$ cat src/rtl/qb_pkg.sv
// Shared constants for the quasi-bidirectional port block.
package qb_pkg;

	// ****************************************
	// Port widths and reset values
	// ****************************************
	localparam int PORT_W = 8;
	// All port latches come out of reset holding ones, so every pin is released and the quasi pins float high.
	localparam logic [7:0] PORT_RST = 8'hff;
	localparam logic [7:0] DRV_ALL = 8'hff;
	localparam logic [7:0] DRV_NONE = 8'h00;

	// ****************************************
	// Bit positions of alternate functions
	// ****************************************
	localparam int P1_T2_BIT = 0;
	localparam int P1_T2EXT_BIT = 1;
	localparam int P3_RXD_BIT = 0;
	localparam int P3_TXD_BIT = 1;
	localparam int P3_IRQA_BIT = 2;
	localparam int P3_IRQB_BIT = 3;
	localparam int P3_T0_BIT = 4;
	localparam int P3_T1_BIT = 5;
	localparam int P3_WRN_BIT = 6;
	localparam int P3_RDN_BIT = 7;

	// ****************************************
	// Timing counts
	// ****************************************
	// Strong high drive after a one is written, in clock periods.
	localparam int STRONG_HI_CLKS = 2;
	localparam logic [1:0] STRONG_LOAD = 2'(STRONG_HI_CLKS - 1);
	// Oscillator clocks per machine cycle in the two timing modes.
	localparam int MC_CLKS_12 = 12;
	localparam int MC_CLKS_6 = 6;
	localparam logic [3:0] MC_LOAD_12 = 4'(MC_CLKS_12 - 1);
	localparam logic [3:0] MC_LOAD_6 = 4'(MC_CLKS_6 - 1);

endpackage : qb_pkg

$ cat src/rtl/qb_sync.sv
// Three-stage pin synchroniser with a two-stage agreement filter.
`timescale 1ns/10ps
module qb_sync import qb_pkg::*; #(
	parameter int WIDTH = 8,
	parameter logic [WIDTH-1:0] RST_VAL = '1
) (
	input wire logic ref_clk,
	input wire logic rstn,
	input wire logic [WIDTH-1:0] pin_in,
	output logic [WIDTH-1:0] pin_q
);

	logic [WIDTH-1:0] s1_r;
	logic [WIDTH-1:0] s2_r;
	logic [WIDTH-1:0] s3_r;
	logic [WIDTH-1:0] agree;

	// The first stage is read by the second stage alone.
	always_ff @(posedge ref_clk or negedge rstn) begin
		if (!rstn) begin
			s1_r <= RST_VAL;
			s2_r <= RST_VAL;
			s3_r <= RST_VAL;
		end else begin
			s1_r <= pin_in;
			s2_r <= s1_r;
			s3_r <= s2_r;
		end
	end

	// A bit changes only once stages two and three agree, which drops one-cycle glitches.
	assign agree = ~(s2_r ^ s3_r);

	always_ff @(posedge ref_clk or negedge rstn) begin
		if (!rstn) begin
			pin_q <= RST_VAL;
		end else begin
			pin_q <= (s3_r & agree) | (pin_q & ~agree);
		end
	end

endmodule : qb_sync

$ cat src/rtl/qb_ports.sv
// Port logic of four 8-bit ports with multiplexed bus and alternate functions.
`timescale 1ns/10ps
module qb_ports import qb_pkg::*; (
	input wire logic ref_clk,
	input wire logic rstn,
	input wire logic [7:0] wdata,
	input wire logic p0_wr,
	input wire logic p1_wr,
	input wire logic p2_wr,
	input wire logic p3_wr,
	input wire logic clk6_mode,
	input wire logic ext_access,
	input wire logic ext_addr_phase,
	input wire logic ext_wdata_en,
	input wire logic [15:0] ext_addr,
	input wire logic [7:0] ext_wdata,
	input wire logic ext_wr_strobe,
	input wire logic ext_rd_strobe,
	input wire logic t2_clkout_en,
	input wire logic t2_clkout,
	input wire logic uart_txd_en,
	input wire logic uart_txd,
	input wire logic [7:0] p0_in,
	input wire logic [7:0] p1_in,
	input wire logic [7:0] p2_in,
	input wire logic [7:0] p3_in,
	output logic [7:0] p0_out,
	output logic [7:0] p0_oe,
	output logic [7:0] p1_out,
	output logic [7:0] p1_oe,
	output logic [7:0] p2_out,
	output logic [7:0] p2_oe,
	output logic [7:0] p3_out,
	output logic [7:0] p3_oe,
	output logic [7:0] p0_pins,
	output logic [7:0] p1_pins,
	output logic [7:0] p2_pins,
	output logic [7:0] p3_pins,
	output logic mc_tick,
	output logic mc_mode6
);

	// ****************************************
	// Port latches
	// ****************************************
	logic [7:0] p0_lat_r;
	logic [7:0] p1_lat_r;
	logic [7:0] p2_lat_r;
	logic [7:0] p3_lat_r;

	// Software writes land in the latches; they hold while the bus borrows a pin.
	always_ff @(posedge ref_clk or negedge rstn) begin
		if (!rstn) begin
			p0_lat_r <= PORT_RST;
			p1_lat_r <= PORT_RST;
			p2_lat_r <= PORT_RST;
			p3_lat_r <= PORT_RST;
		end else begin
			if (p0_wr) p0_lat_r <= wdata;
			if (p1_wr) p1_lat_r <= wdata;
			if (p2_wr) p2_lat_r <= wdata;
			if (p3_wr) p3_lat_r <= wdata;
		end
	end

	// ****************************************
	// Pin input synchronisers
	// ****************************************
	// The filtered pin levels feed the core, the timers, the UART and the interrupts.
	qb_sync #(.WIDTH(PORT_W), .RST_VAL(PORT_RST)) u_sync0 (
		.ref_clk(ref_clk), .rstn(rstn), .pin_in(p0_in), .pin_q(p0_pins)
	);
	qb_sync #(.WIDTH(PORT_W), .RST_VAL(PORT_RST)) u_sync1 (
		.ref_clk(ref_clk), .rstn(rstn), .pin_in(p1_in), .pin_q(p1_pins)
	);
	qb_sync #(.WIDTH(PORT_W), .RST_VAL(PORT_RST)) u_sync2 (
		.ref_clk(ref_clk), .rstn(rstn), .pin_in(p2_in), .pin_q(p2_pins)
	);
	qb_sync #(.WIDTH(PORT_W), .RST_VAL(PORT_RST)) u_sync3 (
		.ref_clk(ref_clk), .rstn(rstn), .pin_in(p3_in), .pin_q(p3_pins)
	);

	// ****************************************
	// Low byte port: open drain and bus
	// ****************************************
	// address then data
	always_ff @(posedge ref_clk or negedge rstn) begin
		if (!rstn) begin
			p0_out <= DRV_NONE;
			p0_oe <= DRV_NONE;
		end else if (ext_addr_phase) begin
			p0_out <= ext_addr[7:0];
			p0_oe <= DRV_ALL;
		end else if (ext_wdata_en) begin
			p0_out <= ext_wdata;
			p0_oe <= DRV_ALL;
		end else if (ext_access) begin
			p0_out <= DRV_NONE; // Read data phase: pins float so memory can drive them.
			p0_oe <= DRV_NONE;
		end else begin
			p0_out <= DRV_NONE;
			p0_oe <= ~p0_lat_r;
		end
	end

	// ****************************************
	// Effective values of quasi ports
	// ****************************************
	logic [7:0] p1_eff;
	logic [7:0] p3_eff;
	logic [23:0] q_eff;
	logic [23:0] q_prev_r;
	logic [23:0] q_force;
	logic [1:0] q_cnt_r [24];
	logic [23:0] q_oe_nxt;

	always_comb begin
		p1_eff = p1_lat_r;
		p3_eff = p3_lat_r;
		if (t2_clkout_en) p1_eff[P1_T2_BIT] = t2_clkout;
		if (uart_txd_en) p3_eff[P3_TXD_BIT] = uart_txd;
		if (ext_wr_strobe) p3_eff[P3_WRN_BIT] = 1'b0;
		if (ext_rd_strobe) p3_eff[P3_RDN_BIT] = 1'b0;
	end

	assign q_eff = {p3_eff, (ext_access ? ext_addr[15:8] : p2_lat_r), p1_eff};
	assign q_force = {8'h00, (ext_access ? DRV_ALL : DRV_NONE), 8'h00};

	// ****************************************
	// Quasi-bidirectional drivers
	// ****************************************
	// Enable for every quasi bit: drive lows, bus bits and the strong high window.
	// strong high window
	always_comb begin
		q_oe_nxt = '0;
		for (int i = 0; i < 24; i++) begin
			q_oe_nxt[i] = !q_eff[i] || q_force[i] ||
				(q_eff[i] && !q_prev_r[i]) || (q_cnt_r[i] != 2'h0);
		end
	end

	// A low is driven hard; a rising one gets a short strong pulse, then, except on port2 during bus access, only the
	// weak pull-up holds it, so another device can still pull the pin low.
	// strong high pulse
	always_ff @(posedge ref_clk or negedge rstn) begin
		if (!rstn) begin
			q_prev_r <= '1;
			for (int i = 0; i < 24; i++) q_cnt_r[i] <= 2'h0;
			{p3_out, p2_out, p1_out} <= '1;
			{p3_oe, p2_oe, p1_oe} <= '0;
		end else begin
			q_prev_r <= q_eff;
			for (int i = 0; i < 24; i++) begin
				if (q_eff[i] && !q_prev_r[i]) begin
					q_cnt_r[i] <= STRONG_LOAD;
				end else if (q_cnt_r[i] != 2'h0) begin
					q_cnt_r[i] <= q_cnt_r[i] - 2'h1;
				end
			end
			{p3_out, p2_out, p1_out} <= q_eff;
			{p3_oe, p2_oe, p1_oe} <= q_oe_nxt;
		end
	end

	// ****************************************
	// Machine cycle timing
	// ****************************************
	logic [3:0] mc_cnt_r;

	// The mode is taken only at a cycle boundary, so a cycle never has a mixed length.
	// 12 or 6 clocks
	always_ff @(posedge ref_clk or negedge rstn) begin
		if (!rstn) begin
			mc_cnt_r <= 4'h0;
			mc_tick <= 1'b0;
			mc_mode6 <= 1'b0;
		end else if (mc_cnt_r == 4'h0) begin
			mc_cnt_r <= clk6_mode ? MC_LOAD_6 : MC_LOAD_12;
			mc_tick <= 1'b1;
			mc_mode6 <= clk6_mode;
		end else begin
			mc_cnt_r <= mc_cnt_r - 4'h1;
			mc_tick <= 1'b0;
		end
	end
endmodule : qb_ports

$ cat config.mk
export PLATFORM = sky130hd
export DESIGN_NAME = qb_ports
export DESIGN_NICKNAME = d
export VERILOG_FILES = /design/src/rtl/qb_pkg.sv /design/src/rtl/qb_sync.sv /design/src/rtl/qb_ports.sv
export SDC_FILE = /design/constraint.sdc
export NUM_CORES = 1
export LEC_CHECK = 0
export BUFFER_PORTS_ARGS = -buffer_cell sky130_fd_sc_hd__buf_4
export CORE_MARGIN = 3
export CORE_UTILIZATION = 59
export CTS_CLUSTER_DIAMETER = 150
export CTS_CLUSTER_SIZE = 30
export DETAILED_ROUTE_END_ITERATION = 8
export PLACE_DENSITY = 0.9
export SLEW_MARGIN = 10
export SYNTH_ARGS = -nofsm -noshare
export SYNTH_HDL_FRONTEND = slang
export SYNTH_SLANG_ARGS = --single-unit
export TNS_END_PERCENT = 100
$ cat constraint.sdc
create_clock -name ref_clk -period 2.02 [get_ports ref_clk]
set_input_delay 0.202 -clock ref_clk [delete_from_list [all_inputs] [get_ports ref_clk]]
set_output_delay 0.202 -clock ref_clk [all_outputs]
set_load 0.05 [all_outputs]
==> results of run 1 <==
[routing by layer]
| metal | vias up | part of all wire (%) |
|---|---|---|
| li1 | 2645 | - |
| met1 | 2940 | 39 |
| met2 | 171 | 53 |
| met3 | 39 | 5.9 |
| met4 | 0 | 2.6 |
| met5 | - | 0 |
[layout make-up]
class	count	area [um^2]	share of cell area (%)
antenna	1	2.50	0.0200
clock buffer	18	344	2.75
clock inverter	2	38.8	0.310
inverter	74	278	2.22
multi-input combinational	288	2250	18.0
sequential	278	7190	57.5
tap	216	270	2.16
timing repair buffer	252	2130	17.0
[kinds of logic after synthesis]
family,Yosys count
DFF,278
and+or+nand+nor,95
buffers and inverters,83
AOI/OAI and AO/OA,80
adders and majority gates,57
muxes,32
xor gates and xnor gates,24
[path summary, 6_finish.rpt]
| path | to | slack (ns) | startpoint |
|---|---|---|---|
| max reg2reg | p3_oe[1] | 0.53 | p3_lat_r[1] |
| max in group asynchronous | u_sync3.s2_r[3] | 1.11 | rstn |
| min in group asynchronous | p0_oe[2] | 0.21 | rstn |
| min reg2reg | u_sync3.s2_r[5] | 0.34 | u_sync3.s1_r[5] |
| max | p2_out[2] | 0.53 | q_prev_r[10] |
| min | p3_lat_r[4] | 0.01 | p3_wr |
[power groups by stage]
stage	Sequential [uW]	Clock [uW]	Combinational [uW]
after global routing	7270	3190	4270
after detailed placement	7250	0	3690
after global placement	7180	0	3450
after CTS	7160	2980	3870
final	7170	2900	3830
after floorplan	7850	0	1910
[synth_stat cells, drive strengths merged]
master	count
dfstp	184
dfrtp	94
inv	74
o21ai	46
nand2	36
maj3	32
ha	25
or2	25
a2bb2oi	24
xor2	24
mux2	21
nand3	16
mux2i	11
a22o	8
nand4b	8
buf	7
nand2b	4
nor2	3
clkbuf	2
a21oi	1
nor2b	1
nor3b	1
o221a	1
or4b	1
[metrics by stage]
step	total power, uW	hold WS [ns]
after floorplan	9750	-0.0936
after global placement	10600	0.138
after detailed placement	10900	0.138
after CTS	14000	0.00493
after global routing	14700	0.0166
final	13900	0.0131
==> results list, run 1 <==
- Slew @ Worst Pin: between 0.5 and 0.6 ns
- Sw Pwr: 4370 uW
- Post-layout instance area: 0.0125 mm^2
- In this run the number of cells on the critical path is 1.
- The first global-routing pass estimated around 32000 um of wire.
- The number of cells on the worst reg-to-reg path is 4.
- The first routing iteration left 253 violations.
- Bufs on Longest Clock Path: 3
- The root buffer cell chosen for the clock tree is sky130_fd_sc_hd__clkbuf_16.
* Clock transition at the registers of the reported paths: ~0.11 ns
- The number of antenna violations at the first check in global routing is 1.
- Delay of the slowest cell on the worst path: about 0.6 ns
* Number of H-tree levels: 1
- Result of the run: finished clean
* Per-cell routed wire length: 17.8 um
- TritonCTS built the clock tree.
- The worst setup path is launched from a register.
* Min-Delay Path Depth: 2
- In this run the cell area measured after placement is 0.0114 mm^2.
- Relative area change from synthesis to final layout: 27.9%
* Comb power frac: 27.5%
* Core Footprint: approximately 0.016 mm^2
- Switching Fraction: 31.5%
- Clock tree synthesis inserted a total of 13 buffers.
- The analysis attributes to cell leakage a power of 0.00553 uW.
- Final period utilization: 73.9%
* Num rows: 46
- Total detailed-routing wirelength: 20000 um
- Sequential elements use around three quarters of the synthesized area.
- Normalized max-slew margin: 60.6%
- Internal power component: 9530 uW
- Maximum fanout count along the critical path: 4
* Cts hold-fix bufs: 71
* Most used cells in the layout excluding fill and tap cells: sky130_fd_sc_hd__dfstp_2, sky130_fd_sc_hd__buf_4, sky130_fd_sc_hd__dfrtp_1
- Critical Path End Type: primary output
* Number of fillers in the final layout: 901
- Once detailed placement completed, the half-perimeter wirelength came to about 13000 um.
- Worst path required time: 1.82 ns
* I/O Pins: 178
- Worst Slack Setup Final: 0.527 ns
- Global routing usage summed across all routing layers: 22.1%
- The later pin in the worst-skew pair is clocked with a latency of 0.48 ns.
- Number of non-filler instances in the completed layout: between 1000 and 1500
* Dominant combinational cell family by area after synthesis: adder cells
* Number of clock sinks seen by CTS: 278
* Area fraction of the dominant cell type after synthesis: 49.5%
* Clock group share of total power: 20.9%
- Synthesis instantiated 31 different standard cells from the library.
- After global routing, the most crowded layer is met2.
- The initial utilization of the core area, before any placement, comes to between 60 and 70%.
- Cell Pwr Density: 1110 mW/mm^2
* Hold Fails Final Rpt: 0
* Minimum setup slack after placement: between 0.5 and 0.6 ns
- Detailed routing inserted a total of 5795 vias.
- After synthesis, the mean cell area works out to 15.1 um^2.
- Post-route minimum period: 1.49 ns
- Synthesis Warnings: 0
* RSZ-0062 raised after global routing: false
- Leading post-synthesis cells by cell area: sky130_fd_sc_hd__dfstp_2, sky130_fd_sc_hd__dfrtp_1, sky130_fd_sc_hd__maj3_1
* Family of cells with the greatest summed delay on the critical path: flip-flops
* Data arrival at the endpoint of the critical path: 1.29 ns
- Met1 layer usage reported by global route: 27.7%
* Setup bufs post-CTS: 0
- Setup_tns: 0 ns
- Core occupancy in the finished layout: approximately 78%
- The synthesized netlist devotes 6.48% of its cell area to adder and majority cells.
- Cell accounting for the most synthesized area: sky130_fd_sc_hd__dfstp_2
* Placed cells: 1037
- Entering global routing, the biggest net connects 64 pins.
- CP bufs+invs: 1
* Via count of the first global-routing pass: 6238
- Floorplan die height: 135 um
* Last weighted congestion value of the routability-driven placer: around 0.7
* FMAX: 0.670 GHz
- Most common cell after layout, fill and taps aside: sky130_fd_sc_hd__dfstp_2
- Simple-gate share of the synthesized area: 5.18%
- Via-per-instance ratio: 5.13
- Layout net count: 1012
* Ratio of cells with drive above 1 in the final layout: 45.6%
- Global Route met2 Usage: 39.4%
- In this run the tool buffered the top-level ports with 177 buffer cells.
- Sequential group share of total power: 51.6%
- Max cap viols: 0
- Synthesis inferred between 200 and 300 register bits.
- Counting every instance in the synthesized netlist gives 649.
* Die boundary width: 135 um
- The slowest stage of the critical path is the sky130_fd_sc_hd__dfstp_2 cell.
- CP Class: register to primary output
- Antenna-violating nets left: 0
* CTS-repair resized insts: 0
* Synthesized net count: approximately 750
- Global routing used 4.77% of the available met3 tracks.
* Fraction of synthesized area in multiplexers: 3.66%
- The path class of the tightest hold or removal check is primary input to register.
- Global route total overflow: 0
- Setup violations remaining at the end of the flow were counted as 0.
- For the final database, setup skew stands at about 0.022 ns.
- Area enclosed by the die boundary: 0.0181 mm^2
- Traced cell by cell, the critical path runs through buf_4.
- The synthesized netlist devotes 5.58% of its cell area to compound gates.
- Before antenna repair, the detailed router went through 4 iterations.
* Slew Viols, Final: 0
* Post-synthesis share of cell area spent on xor and xnor gates: 2.15%
* DRC violations left: 0
* Worst vdd rail ir drop: 1.07 mV
* Post-synthesis instance area: 0.00977 mm^2
No activity file was read; power rests on OpenSTA's default activity.
==> run 2: changes to the inputs <==
--- a/config.mk
+++ b/config.mk
@@ -5,13 +5,14 @@
 export SDC_FILE = /design/constraint.sdc
 export NUM_CORES = 1
 export LEC_CHECK = 0
+export ABC_AREA = 1
 export BUFFER_PORTS_ARGS = -buffer_cell sky130_fd_sc_hd__buf_4
 export CORE_MARGIN = 3
-export CORE_UTILIZATION = 59
+export CORE_UTILIZATION = 50
 export CTS_CLUSTER_DIAMETER = 150
 export CTS_CLUSTER_SIZE = 30
 export DETAILED_ROUTE_END_ITERATION = 8
-export PLACE_DENSITY = 0.9
+export PLACE_DENSITY = 0.82
 export SLEW_MARGIN = 10
 export SYNTH_ARGS = -nofsm -noshare
 export SYNTH_HDL_FRONTEND = slang
==> constraint.sdc (replaced) <==
create_clock -name ref_clk -period 1.22 [get_ports ref_clk]
set_input_delay 0.122 -clock ref_clk [delete_from_list [all_inputs] [get_ports ref_clk]]
set_output_delay 0.122 -clock ref_clk [all_outputs]
set_load 0.05 [all_outputs]
==> run 2 against run 1 <==
The flow now finishes with violations (setup timing). Largest cell class unchanged. Critical path type unchanged. Critical endpoint is now p1_pins[6]. Via count increased by 8.9%. Routed wire length grew 9.1%. Highest routed layer unchanged. Synthesized cell count up 12%. Combinational power grew 79%.
==> results list, run 2 <==
- Traced cell by cell, the critical path runs through buf_8.
* Most used cells in the layout excluding fill and tap cells: sky130_fd_sc_hd__dfstp_2, sky130_fd_sc_hd__buf_4, sky130_fd_sc_hd__nand2_1
- Number of fillers in the final layout: 1200 (+33%)
- The area of the multi-input gates is 0.00221 mm^2 (-1.7%).
- The leakage power came to 0.00612 uW (+11%).
- The max-cap violation count is 0 (unchanged).
- Maximum fanout count along the critical path: 2 (-2)
- The share of cells above drive strength 1 was 44.5% (-1.1 points).
- Slew @ Worst Pin: 0.355 ns (-0.234 ns)
- Delay of the slowest cell on the worst path: 0.59 ns (about the same)
- Clock latency on the worst-skew pair: 0.48 ns (about the same)
* Antenna violations before repair: 1 (unchanged)
- The number of clock buffers inserted by TritonCTS was 13 (unchanged).
- CP Class: register to primary output
- Number of clock sinks seen by CTS: 278 (unchanged)
- Summed over all instances, the cell type with the most area after synthesis is sky130_fd_sc_hd__dfstp_2.
* Relative area change from synthesis to final layout: 37.9%
- Final period utilization: 111%
* Proportion of register bits with asynchronous set or reset after synthesis: 100% (unchanged)
* Number of flops mapped to enable cells by yosys: 0 (unchanged)
- On the critical path, the stage with the largest delay is an instance of sky130_fd_sc_hd__dfstp_2.
- Number of H-tree levels: 1 (unchanged)
- The worst slack at placement is 0.0962 ns (-0.480 ns).
* Cell types with the highest counts after synthesis: sky130_fd_sc_hd__dfstp_2, sky130_fd_sc_hd__nand2_1, sky130_fd_sc_hd__inv_1
- Data arrival at the endpoint of the critical path: 1.23 ns (-0.06 ns)
- The final count of negative-setup-slack endpoints came to 56 (+56).
- Synthesized area per cell: 13.5 um^2 (-10%)
* Area fraction of the dominant cell type after synthesis: 49.2% (-0.26 points)
- I/O Pins: 178 (unchanged)
- Synthesis Warnings: 0 (unchanged)
* FMAX: ~0.74 GHz
- Root cell of the clock tree: sky130_fd_sc_hd__clkbuf_16
- Reg2Reg Launch Point: q_cnt_r[14]
- Clock transition at the registers of the reported paths: 0.11 ns (about the same)
- Maximum number of pins on one net before global-route repair: 63 (-1.6%)
* Worst Slack Setup Final: -0.132 ns (-0.658 ns)
- The net count after synthesis came to 831 (+10%).
* Number of port buffers: 177 (unchanged)
- Most common cell after layout, fill and taps aside: sky130_fd_sc_hd__dfstp_2
* Hold Fails Final Rpt: 0 (unchanged)
- Last weighted congestion value of the routability-driven placer: 0.762 (+6.3%)
- TritonCTS clock tree: done
- The flow ran to the end, but the final reports show violations.
- The area taken by flip-flops and latches is 0.00719 mm^2 (unchanged).
- The count of TritonRoute iterations in the first routing pass is 4 (unchanged).
- Synth Flop Type: sky130_fd_sc_hd__dfstp_2
- Normalized max-slew margin: 76.3% (+16 points)
* Post-synthesis instance area: 0.00983 mm^2 (+0.54%)
* DRC violations left: 0 (unchanged)
* Num rows: 50 (+8.7%)
- Half-perimeter wire length after placement: 12600 um (-4.9%)
* Total detailed-routing wirelength: 21900 um (+9.1%)
* Leading post-synthesis cells by cell area: sky130_fd_sc_hd__dfstp_2, sky130_fd_sc_hd__dfrtp_1, sky130_fd_sc_hd__nand2_1
- The width of the chip was 146 um (+8.5%).
- Effective utilization at floorplan: 51.7% (-9.2 points)
* Cell area after placement: 0.0115 mm^2 (+0.98%)
* Via-per-instance ratio: 4.85 (-5.5%)
- Global routing usage summed across all routing layers: 19.7% (-2.4 points)
- The number of cells traversed by the worst register-to-register path was 5 (+1).
- The via count of the first global-routing pass is 6653 (+6.7%).
* Post-route minimum period: 1.35 ns
* Worst path required time: 1.10 ns (-0.72 ns)
* First-pass GRT wire length: 34300 um (+8.2%)
- RSZ-0062 raised after global routing: true
- The sequential share of the synthesized area came to 73.1% (-0.39 points).
* Layout net count: 1138 (+12%)
* Area enclosed by the die boundary: 0.0214 mm^2 (+18%)
- The distinct cell type count of the synthesized netlist came to 25 (-19%).
- Among cell families on the critical path, the largest total delay comes from flip-flops.
* Most frequent cell after synthesis: sky130_fd_sc_hd__dfstp_2
- Global route total overflow: 0 (unchanged)
- The worst setup path is launched from a register.
- The total count of max-transition violations in the final report was 0 (unchanged).
- Via count: 6309 (+8.9%)
* Post-layout instance area: 0.0135 mm^2 (+8.4%)
- STA classifies the critical path endpoint as a primary output.
* Skew final: 0.0255 ns (+0.00348 ns)
* Reg2Reg Capture Point: q_cnt_r[15]
- The register-to-register setup slack came to 0.10 ns (-0.43 ns).
* Worst vdd rail ir drop: 1.29 mV (+20%)
- Floorplan die height: 146 um (+8.5%)
* Number of synthesized register bits: 278 (unchanged)
* Cell Pwr Density: 1750 mW/mm^2 (+58%)
- The post-detailed-route wirelength per cell came to 16.8 um (-5.3%).
* CP bufs+invs: 1 (unchanged)
- Bufs on Longest Clock Path: 3 (unchanged)
* Starting DRC count in detailed routing: 225 (-11%)
- Gate Count Post-Synth: 726 (+12%)
* Violations in the final reports: setup timing
- Class of the tightest hold or removal check: primary input to async pin
* Core Footprint: 0.0190 mm^2 (+18%)
* Antenna-violating nets left: 0 (unchanged)
==> run 2: cell count changes after synthesis, sizes merged, moves of 12 or more <==
cell	delta
nand2	+82
a2bb2oi	-24
xor2	-12
a21oi	+14
inv	+24
or2	-18
nand3	+22
==> run 2: through the flow <==
stage / utilization (%) / setup TNS (ns) / total power (uW) / std cells / hold slack [ns]
5_1_grt: 71.2 / -8.61 / 25200 / 1301 / 0.0934
4_1_cts: 70.3 / -7.05 / 23700 / 1289 / 0.0663
3_3_place_gp: 60.6 / 0 / 17600 / 1160 / 0.0174
6_report: 71.2 / -5.77 / 23700 / 1301 / 0.0849
3_5_place_dp: 60.6 / 0 / 18000 / 1160 / 0.0198
2_1_floorplan: - / 0 / 16100 / 726 / -0.174
==> run 2: power breakdown <==
part           switching, uW  internal [uW]
clock network           2810           2090
logic                   3880           2990
registers                917          11000
total                   7610          16100
==> run 2: per-layer routing <==
| metal | global-route usage, % | routed length (um) | share of wire (%) | up-vias |
|---|---|---|---|---|
| met3 | 3.57 | 945 | 4.3 | 38 |
| li1 | - | - | - | 2930 |
| met2 | 35.1 | 11500 | 53 | 170 |
| met1 | 25.0 | 8870 | 41 | 3171 |
| met4 | 5.27 | 534 | 2.4 | 0 |
| met5 | 0 | 0 | 0 | - |
==> run 2: logic make-up after synthesis <==
group	after synthesis	share of synthesized area, %
flip-flops	278	73.1
AND/OR/NAND/NOR	188	8.74
buffers and inverters	107	4.49
adder cells (fa/ha/maj)	57	6.44
AO/OA/AOI/OAI	56	2.90
multiplexers	28	3.21
XOR/XNOR	12	1.07
==> run 2: final cells by class <==
| type | instances | area share [%] |
|---|---|---|
| tap | 260 | 2.40 |
| inverter | 98 | 2.77 |
| timing repair buffer | 301 | 22.5 |
| multi-input combinational | 341 | 16.3 |
| clock buffer | 20 | 2.60 |
| sequential | 278 | 53.1 |
| clock inverter | 2 | 0.286 |
| antenna | 1 | 0.0185 |
==> run 2: worst max-delay path by stage <==
stage / cells after the start / slack (ns) / end / startpoint
finish: 1 / -0.13 / p1_pins[6] / register
global route: 1 / -0.18 / p1_out[7] / q_prev_r[7]
CTS: 1 / -0.15 / p3_out[7] / p3_out[7]
detailed placement: 5 / 0.1 / mc_cnt_r[2] / mc_cnt_r[0]
global placement: 5 / 0.12 / mc_cnt_r[1] / mc_cnt_r[0]
floorplan: 4 / 0.17 / q_cnt_r[11] / q_prev_r[18]
==> run 2: timing repair <==
item,in CTS,in global routing
hold buffers,88,0
pin swaps,0,0
gates resized for setup,116,27
hold endpoints to repair,227,0
endpoints found under the setup margin,60,86
setup buffers,19,11
==> run 3: changes to the inputs <==
==> constraint.sdc (replaced) <==
create_clock -name ref_clk -period 1.22 [get_ports ref_clk]
set_input_delay 0 -clock ref_clk [delete_from_list [all_inputs] [get_ports ref_clk]]
set_output_delay 0 -clock ref_clk [all_outputs]
set_load 0.05 [all_outputs]
==> run 3 against run 2 <==
The flow still finishes with violations (setup timing). Sequential share of layout area increased by 0.22 points. Clock-buffer cell count shrank 1. Clock power barely moved. Die area did not move. Critical path depth unchanged. Maximum frequency up 10%. Critical endpoint is now p2_out[7]. Largest cell class unchanged. Largest power group unchanged.
==> results list, run 3 (same netlist as run 2, synthesis figures left out) <==
* Number of port buffers: 177 (unchanged)
- Slew @ Worst Pin: 0.493 ns (+0.137 ns)
* Global route total overflow: 0 (unchanged)
* Startpoint of the most critical hold path: p3_in[2]
- The via count of the first global-routing pass is 6855 (+3.0%).
- The leakage power is 0.00609 uW (-0.54%).
- The count of TritonRoute iterations in the first routing pass came to 4 (unchanged).
- The internal power component came to 16000 uW (-0.71%).
* CP bufs+invs: 1 (unchanged)
- The clock power share was 20.7% (about the same).
- Global routing usage summed across all routing layers: 20.0% (+0.30 points)
* Final count of negative-setup-slack endpoints: 1 (-98%)
- Maximum fanout count along the critical path: 3 (+1)
- The critical path in this run is classified as register to primary output.
- Total detailed-routing wirelength: 21300 um (-2.6%)
* Most used cells in the layout excluding fill and tap cells: sky130_fd_sc_hd__dfstp_2, sky130_fd_sc_hd__buf_4, sky130_fd_sc_hd__nand2_1
- The post-DP HPWL was 12700 um (+0.94%).
- The worst max-slew margin expressed relative to the limit is 67.0% (-9.2 points).
- The post-place instance area came to 0.0115 mm^2 (-0.13%).
* Worst min-delay path endpoint: u_sync3.s1_r[2]
- The count of placed standard cells in the final layout, fillers left out is 1303 (+0.15%).
* Die boundary width: 146 um (unchanged)
* TritonCTS clock tree: done
- The data required time of the critical path came to 1.22 ns (+0.12 ns).
- The total via count after detailed routing is 6288 (-0.33%).
- Hold Fails Final Rpt: 0 (unchanged)
- Met3 wire len: 1000 um (+5.8%)
- STA classifies the critical path endpoint as a primary output.
- The worst setup path is launched from a register.
- The maximum count of clock buffers along a single path came to 3 (unchanged).
- Effective utilization at floorplan: 51.7% (unchanged)
* Number of fillers in the final layout: 1222 (+1.8%)
- Relative area change from synthesis to final layout: 37.3%
- The total count of max-transition violations in the final report is 0 (unchanged).
- The maximum frequency from static timing analysis came to 0.817 GHz (+10%).
* Critical path's slowest cell: sky130_fd_sc_hd__dfstp_2
* Family of cells with the greatest summed delay on the critical path: flip-flops
* Last weighted congestion value of the routability-driven placer: 0.775 (+1.8%)
- The maximum resistive drop on vdd was 1.12 mV (-13%).
- Number of H-tree levels: 1 (unchanged)
* Switching Fraction: 32.1% (about the same)
- The run finished, with violations left.
- The worst stage delay on the critical path came to 0.58 ns (about the same).
* DRC violations left: 0 (unchanged)
- Skew final: 0.0277 ns (+0.00226 ns)
- Sw Pwr: 7550 uW (-0.72%)
* Max cap viols: 0 (unchanged)
- The pin count of the biggest net entering global routing came to 66 (+4.8%).
- The detailed-route wire length on metal 1 was 8540 um (-3.8%).
- The worst path arrival time is 1.22 ns (about the same).
* Floorplan die height: 146 um (unchanged)
- Layout net count: 1141 (+0.26%)
* Antenna-violating nets left: 0 (unchanged)
- Depth of the most critical reg-to-reg path: 5 (unchanged)
* Sequential group share of total power: 50.6% (+0.2 points)
- The post-route cell area was 0.0135 mm^2 (-0.42%).
* Per-cell routed wire length: 16.4 um (-2.7%)
- Min-Delay Path Depth: 2
- Met2 WL: 11200 um (-2.5%)
* Clock latency on the worst-skew pair: 0.49 ns (about the same)
- The number of DRC markers in iteration 0 came to 282 (+25%).
* Via-per-instance ratio: 4.83 (-0.49%)
- Num rows: 50 (unchanged)
- The clock-pin slew of the registers on the worst-case setup and hold paths is 0.11 ns (about the same).
- Post-route minimum period: 1.22 ns (-0.128 ns)
- The combinational share of power is 28.7% (-0.3 points).
- Placed cells: 1158 (-0.17%)
- The number of antenna violations at the first check in global routing came to 1 (unchanged).
* Worst Slack Setup Final: -0.00352 ns (+0.128 ns)
* Worst-path cell chain: buf_8
- The TritonCTS sink count is 278 (unchanged).
- Cell Pwr Density: 1750 mW/mm^2 (-0.30%)
- Ratio of cells with drive above 1 in the final layout: 43.7% (-0.85 points)
- The I/O pin count came to 178 (unchanged).
- TritonCTS Buffers: 13 (unchanged)
- The register-to-register setup slack came to 0.08 ns (-0.02 ns).
* Class of the tightest hold or removal check: primary input to register
- Core Footprint: 0.0190 mm^2 (unchanged)
* Root cell of the clock tree: sky130_fd_sc_hd__clkbuf_16
- The startpoint identified for the worst register-to-register timing path is mc_cnt_r[0].
* Most common cell after layout, fill and taps aside: sky130_fd_sc_hd__dfstp_2
- Setup repair after global routing could not meet its margin everywhere.
- Final period utilization: 100% (-10 points)
- Violations in the final reports: setup timing
- Reg2Reg Capture Point: mc_mode6
- Signal routing reaches up to met4.
- First-pass GRT wire length: 34900 um (+1.7%)
- The overall die area came to 0.0214 mm^2 (unchanged).
run 3: how the worst max path moves through the flow:
| stage | slack (ns) | startpoint | depth (start not counted) | end |
|---|---|---|---|---|
| 3_3_place_gp | 0.12 | mc_cnt_r[0] | 5 | mc_cnt_r[1] |
| 6_report | -0.004 | q_prev_r[15] | 1 | p2_out[7] |
| 5_1_grt | -0.05 | register | 1 | p2_pins[2] |
| 2_1_floorplan | 0.17 | q_prev_r[18] | 4 | q_cnt_r[11] |
| 3_5_place_dp | 0.04 | mc_cnt_r[0] | 5 | mc_cnt_r[1] |
| 4_1_cts | -0.02 | q_prev_r[15] | 1 | p2_out[7] |
run 3: final cells by class:
class | count | area, um^2 | area share, %
timing repair buffer | 304 | 3000 | 22.2
multi-input combinational | 341 | 2210 | 16.4
sequential | 278 | 7190 | 53.3
clock buffer | 19 | 348 | 2.58
clock inverter | 2 | 38.8 | 0.288
tap | 260 | 325 | 2.41
inverter | 98 | 375 | 2.78
antenna | 1 | 2.50 | 0.0185
run 3: metal layers:
metal  vias to the layer above  track usage [%]
li1                       2922                -
met5                         -                0
met3                        39             3.20
met1                      3150             25.9
met2                       177             35.5
met4                         0             4.99
run 3: what timing repair did:
action                     in CTS  in global routing
buffers inserted               19                  6
hold endpoints to repair      324                  0
setup endpoints to repair      56                 63
gates resized for setup        89                 28
hold buffers                   98                  0
run 3: stage by stage:
| step | setup WS [ns] | hold WS [ns] | setup TNS (ns) | util [%] | total power, uW |
|---|---|---|---|---|---|
| 6_report | -0.00352 | 0.157 | -0.00352 | 70.9 | 23600 |
| 5_1_grt | -0.0466 | 0.135 | -1.30 | 70.9 | 25100 |
| 4_1_cts | -0.0220 | 0.130 | -0.231 | 70.2 | 23600 |
| 3_5_place_dp | 0.0369 | -0.102 | 0 | 60.5 | 18100 |
| 3_3_place_gp | 0.119 | -0.105 | 0 | 60.5 | 17600 |
| 2_1_floorplan | 0.169 | -0.296 | 0 | - | 16100 |
run 3: power by group through the flow:
| stage | logic (uW) | clock network [uW] | registers [uW] |
|---|---|---|---|
| after floorplan | 3120 | 0 | 13000 |
| after global placement | 5690 | 0 | 11900 |
| after detailed placement | 6110 | 0 | 12000 |
| after CTS | 6660 | 5090 | 11900 |
| after global routing | 7570 | 5440 | 12100 |
| final | 6760 | 4870 | 11900 |
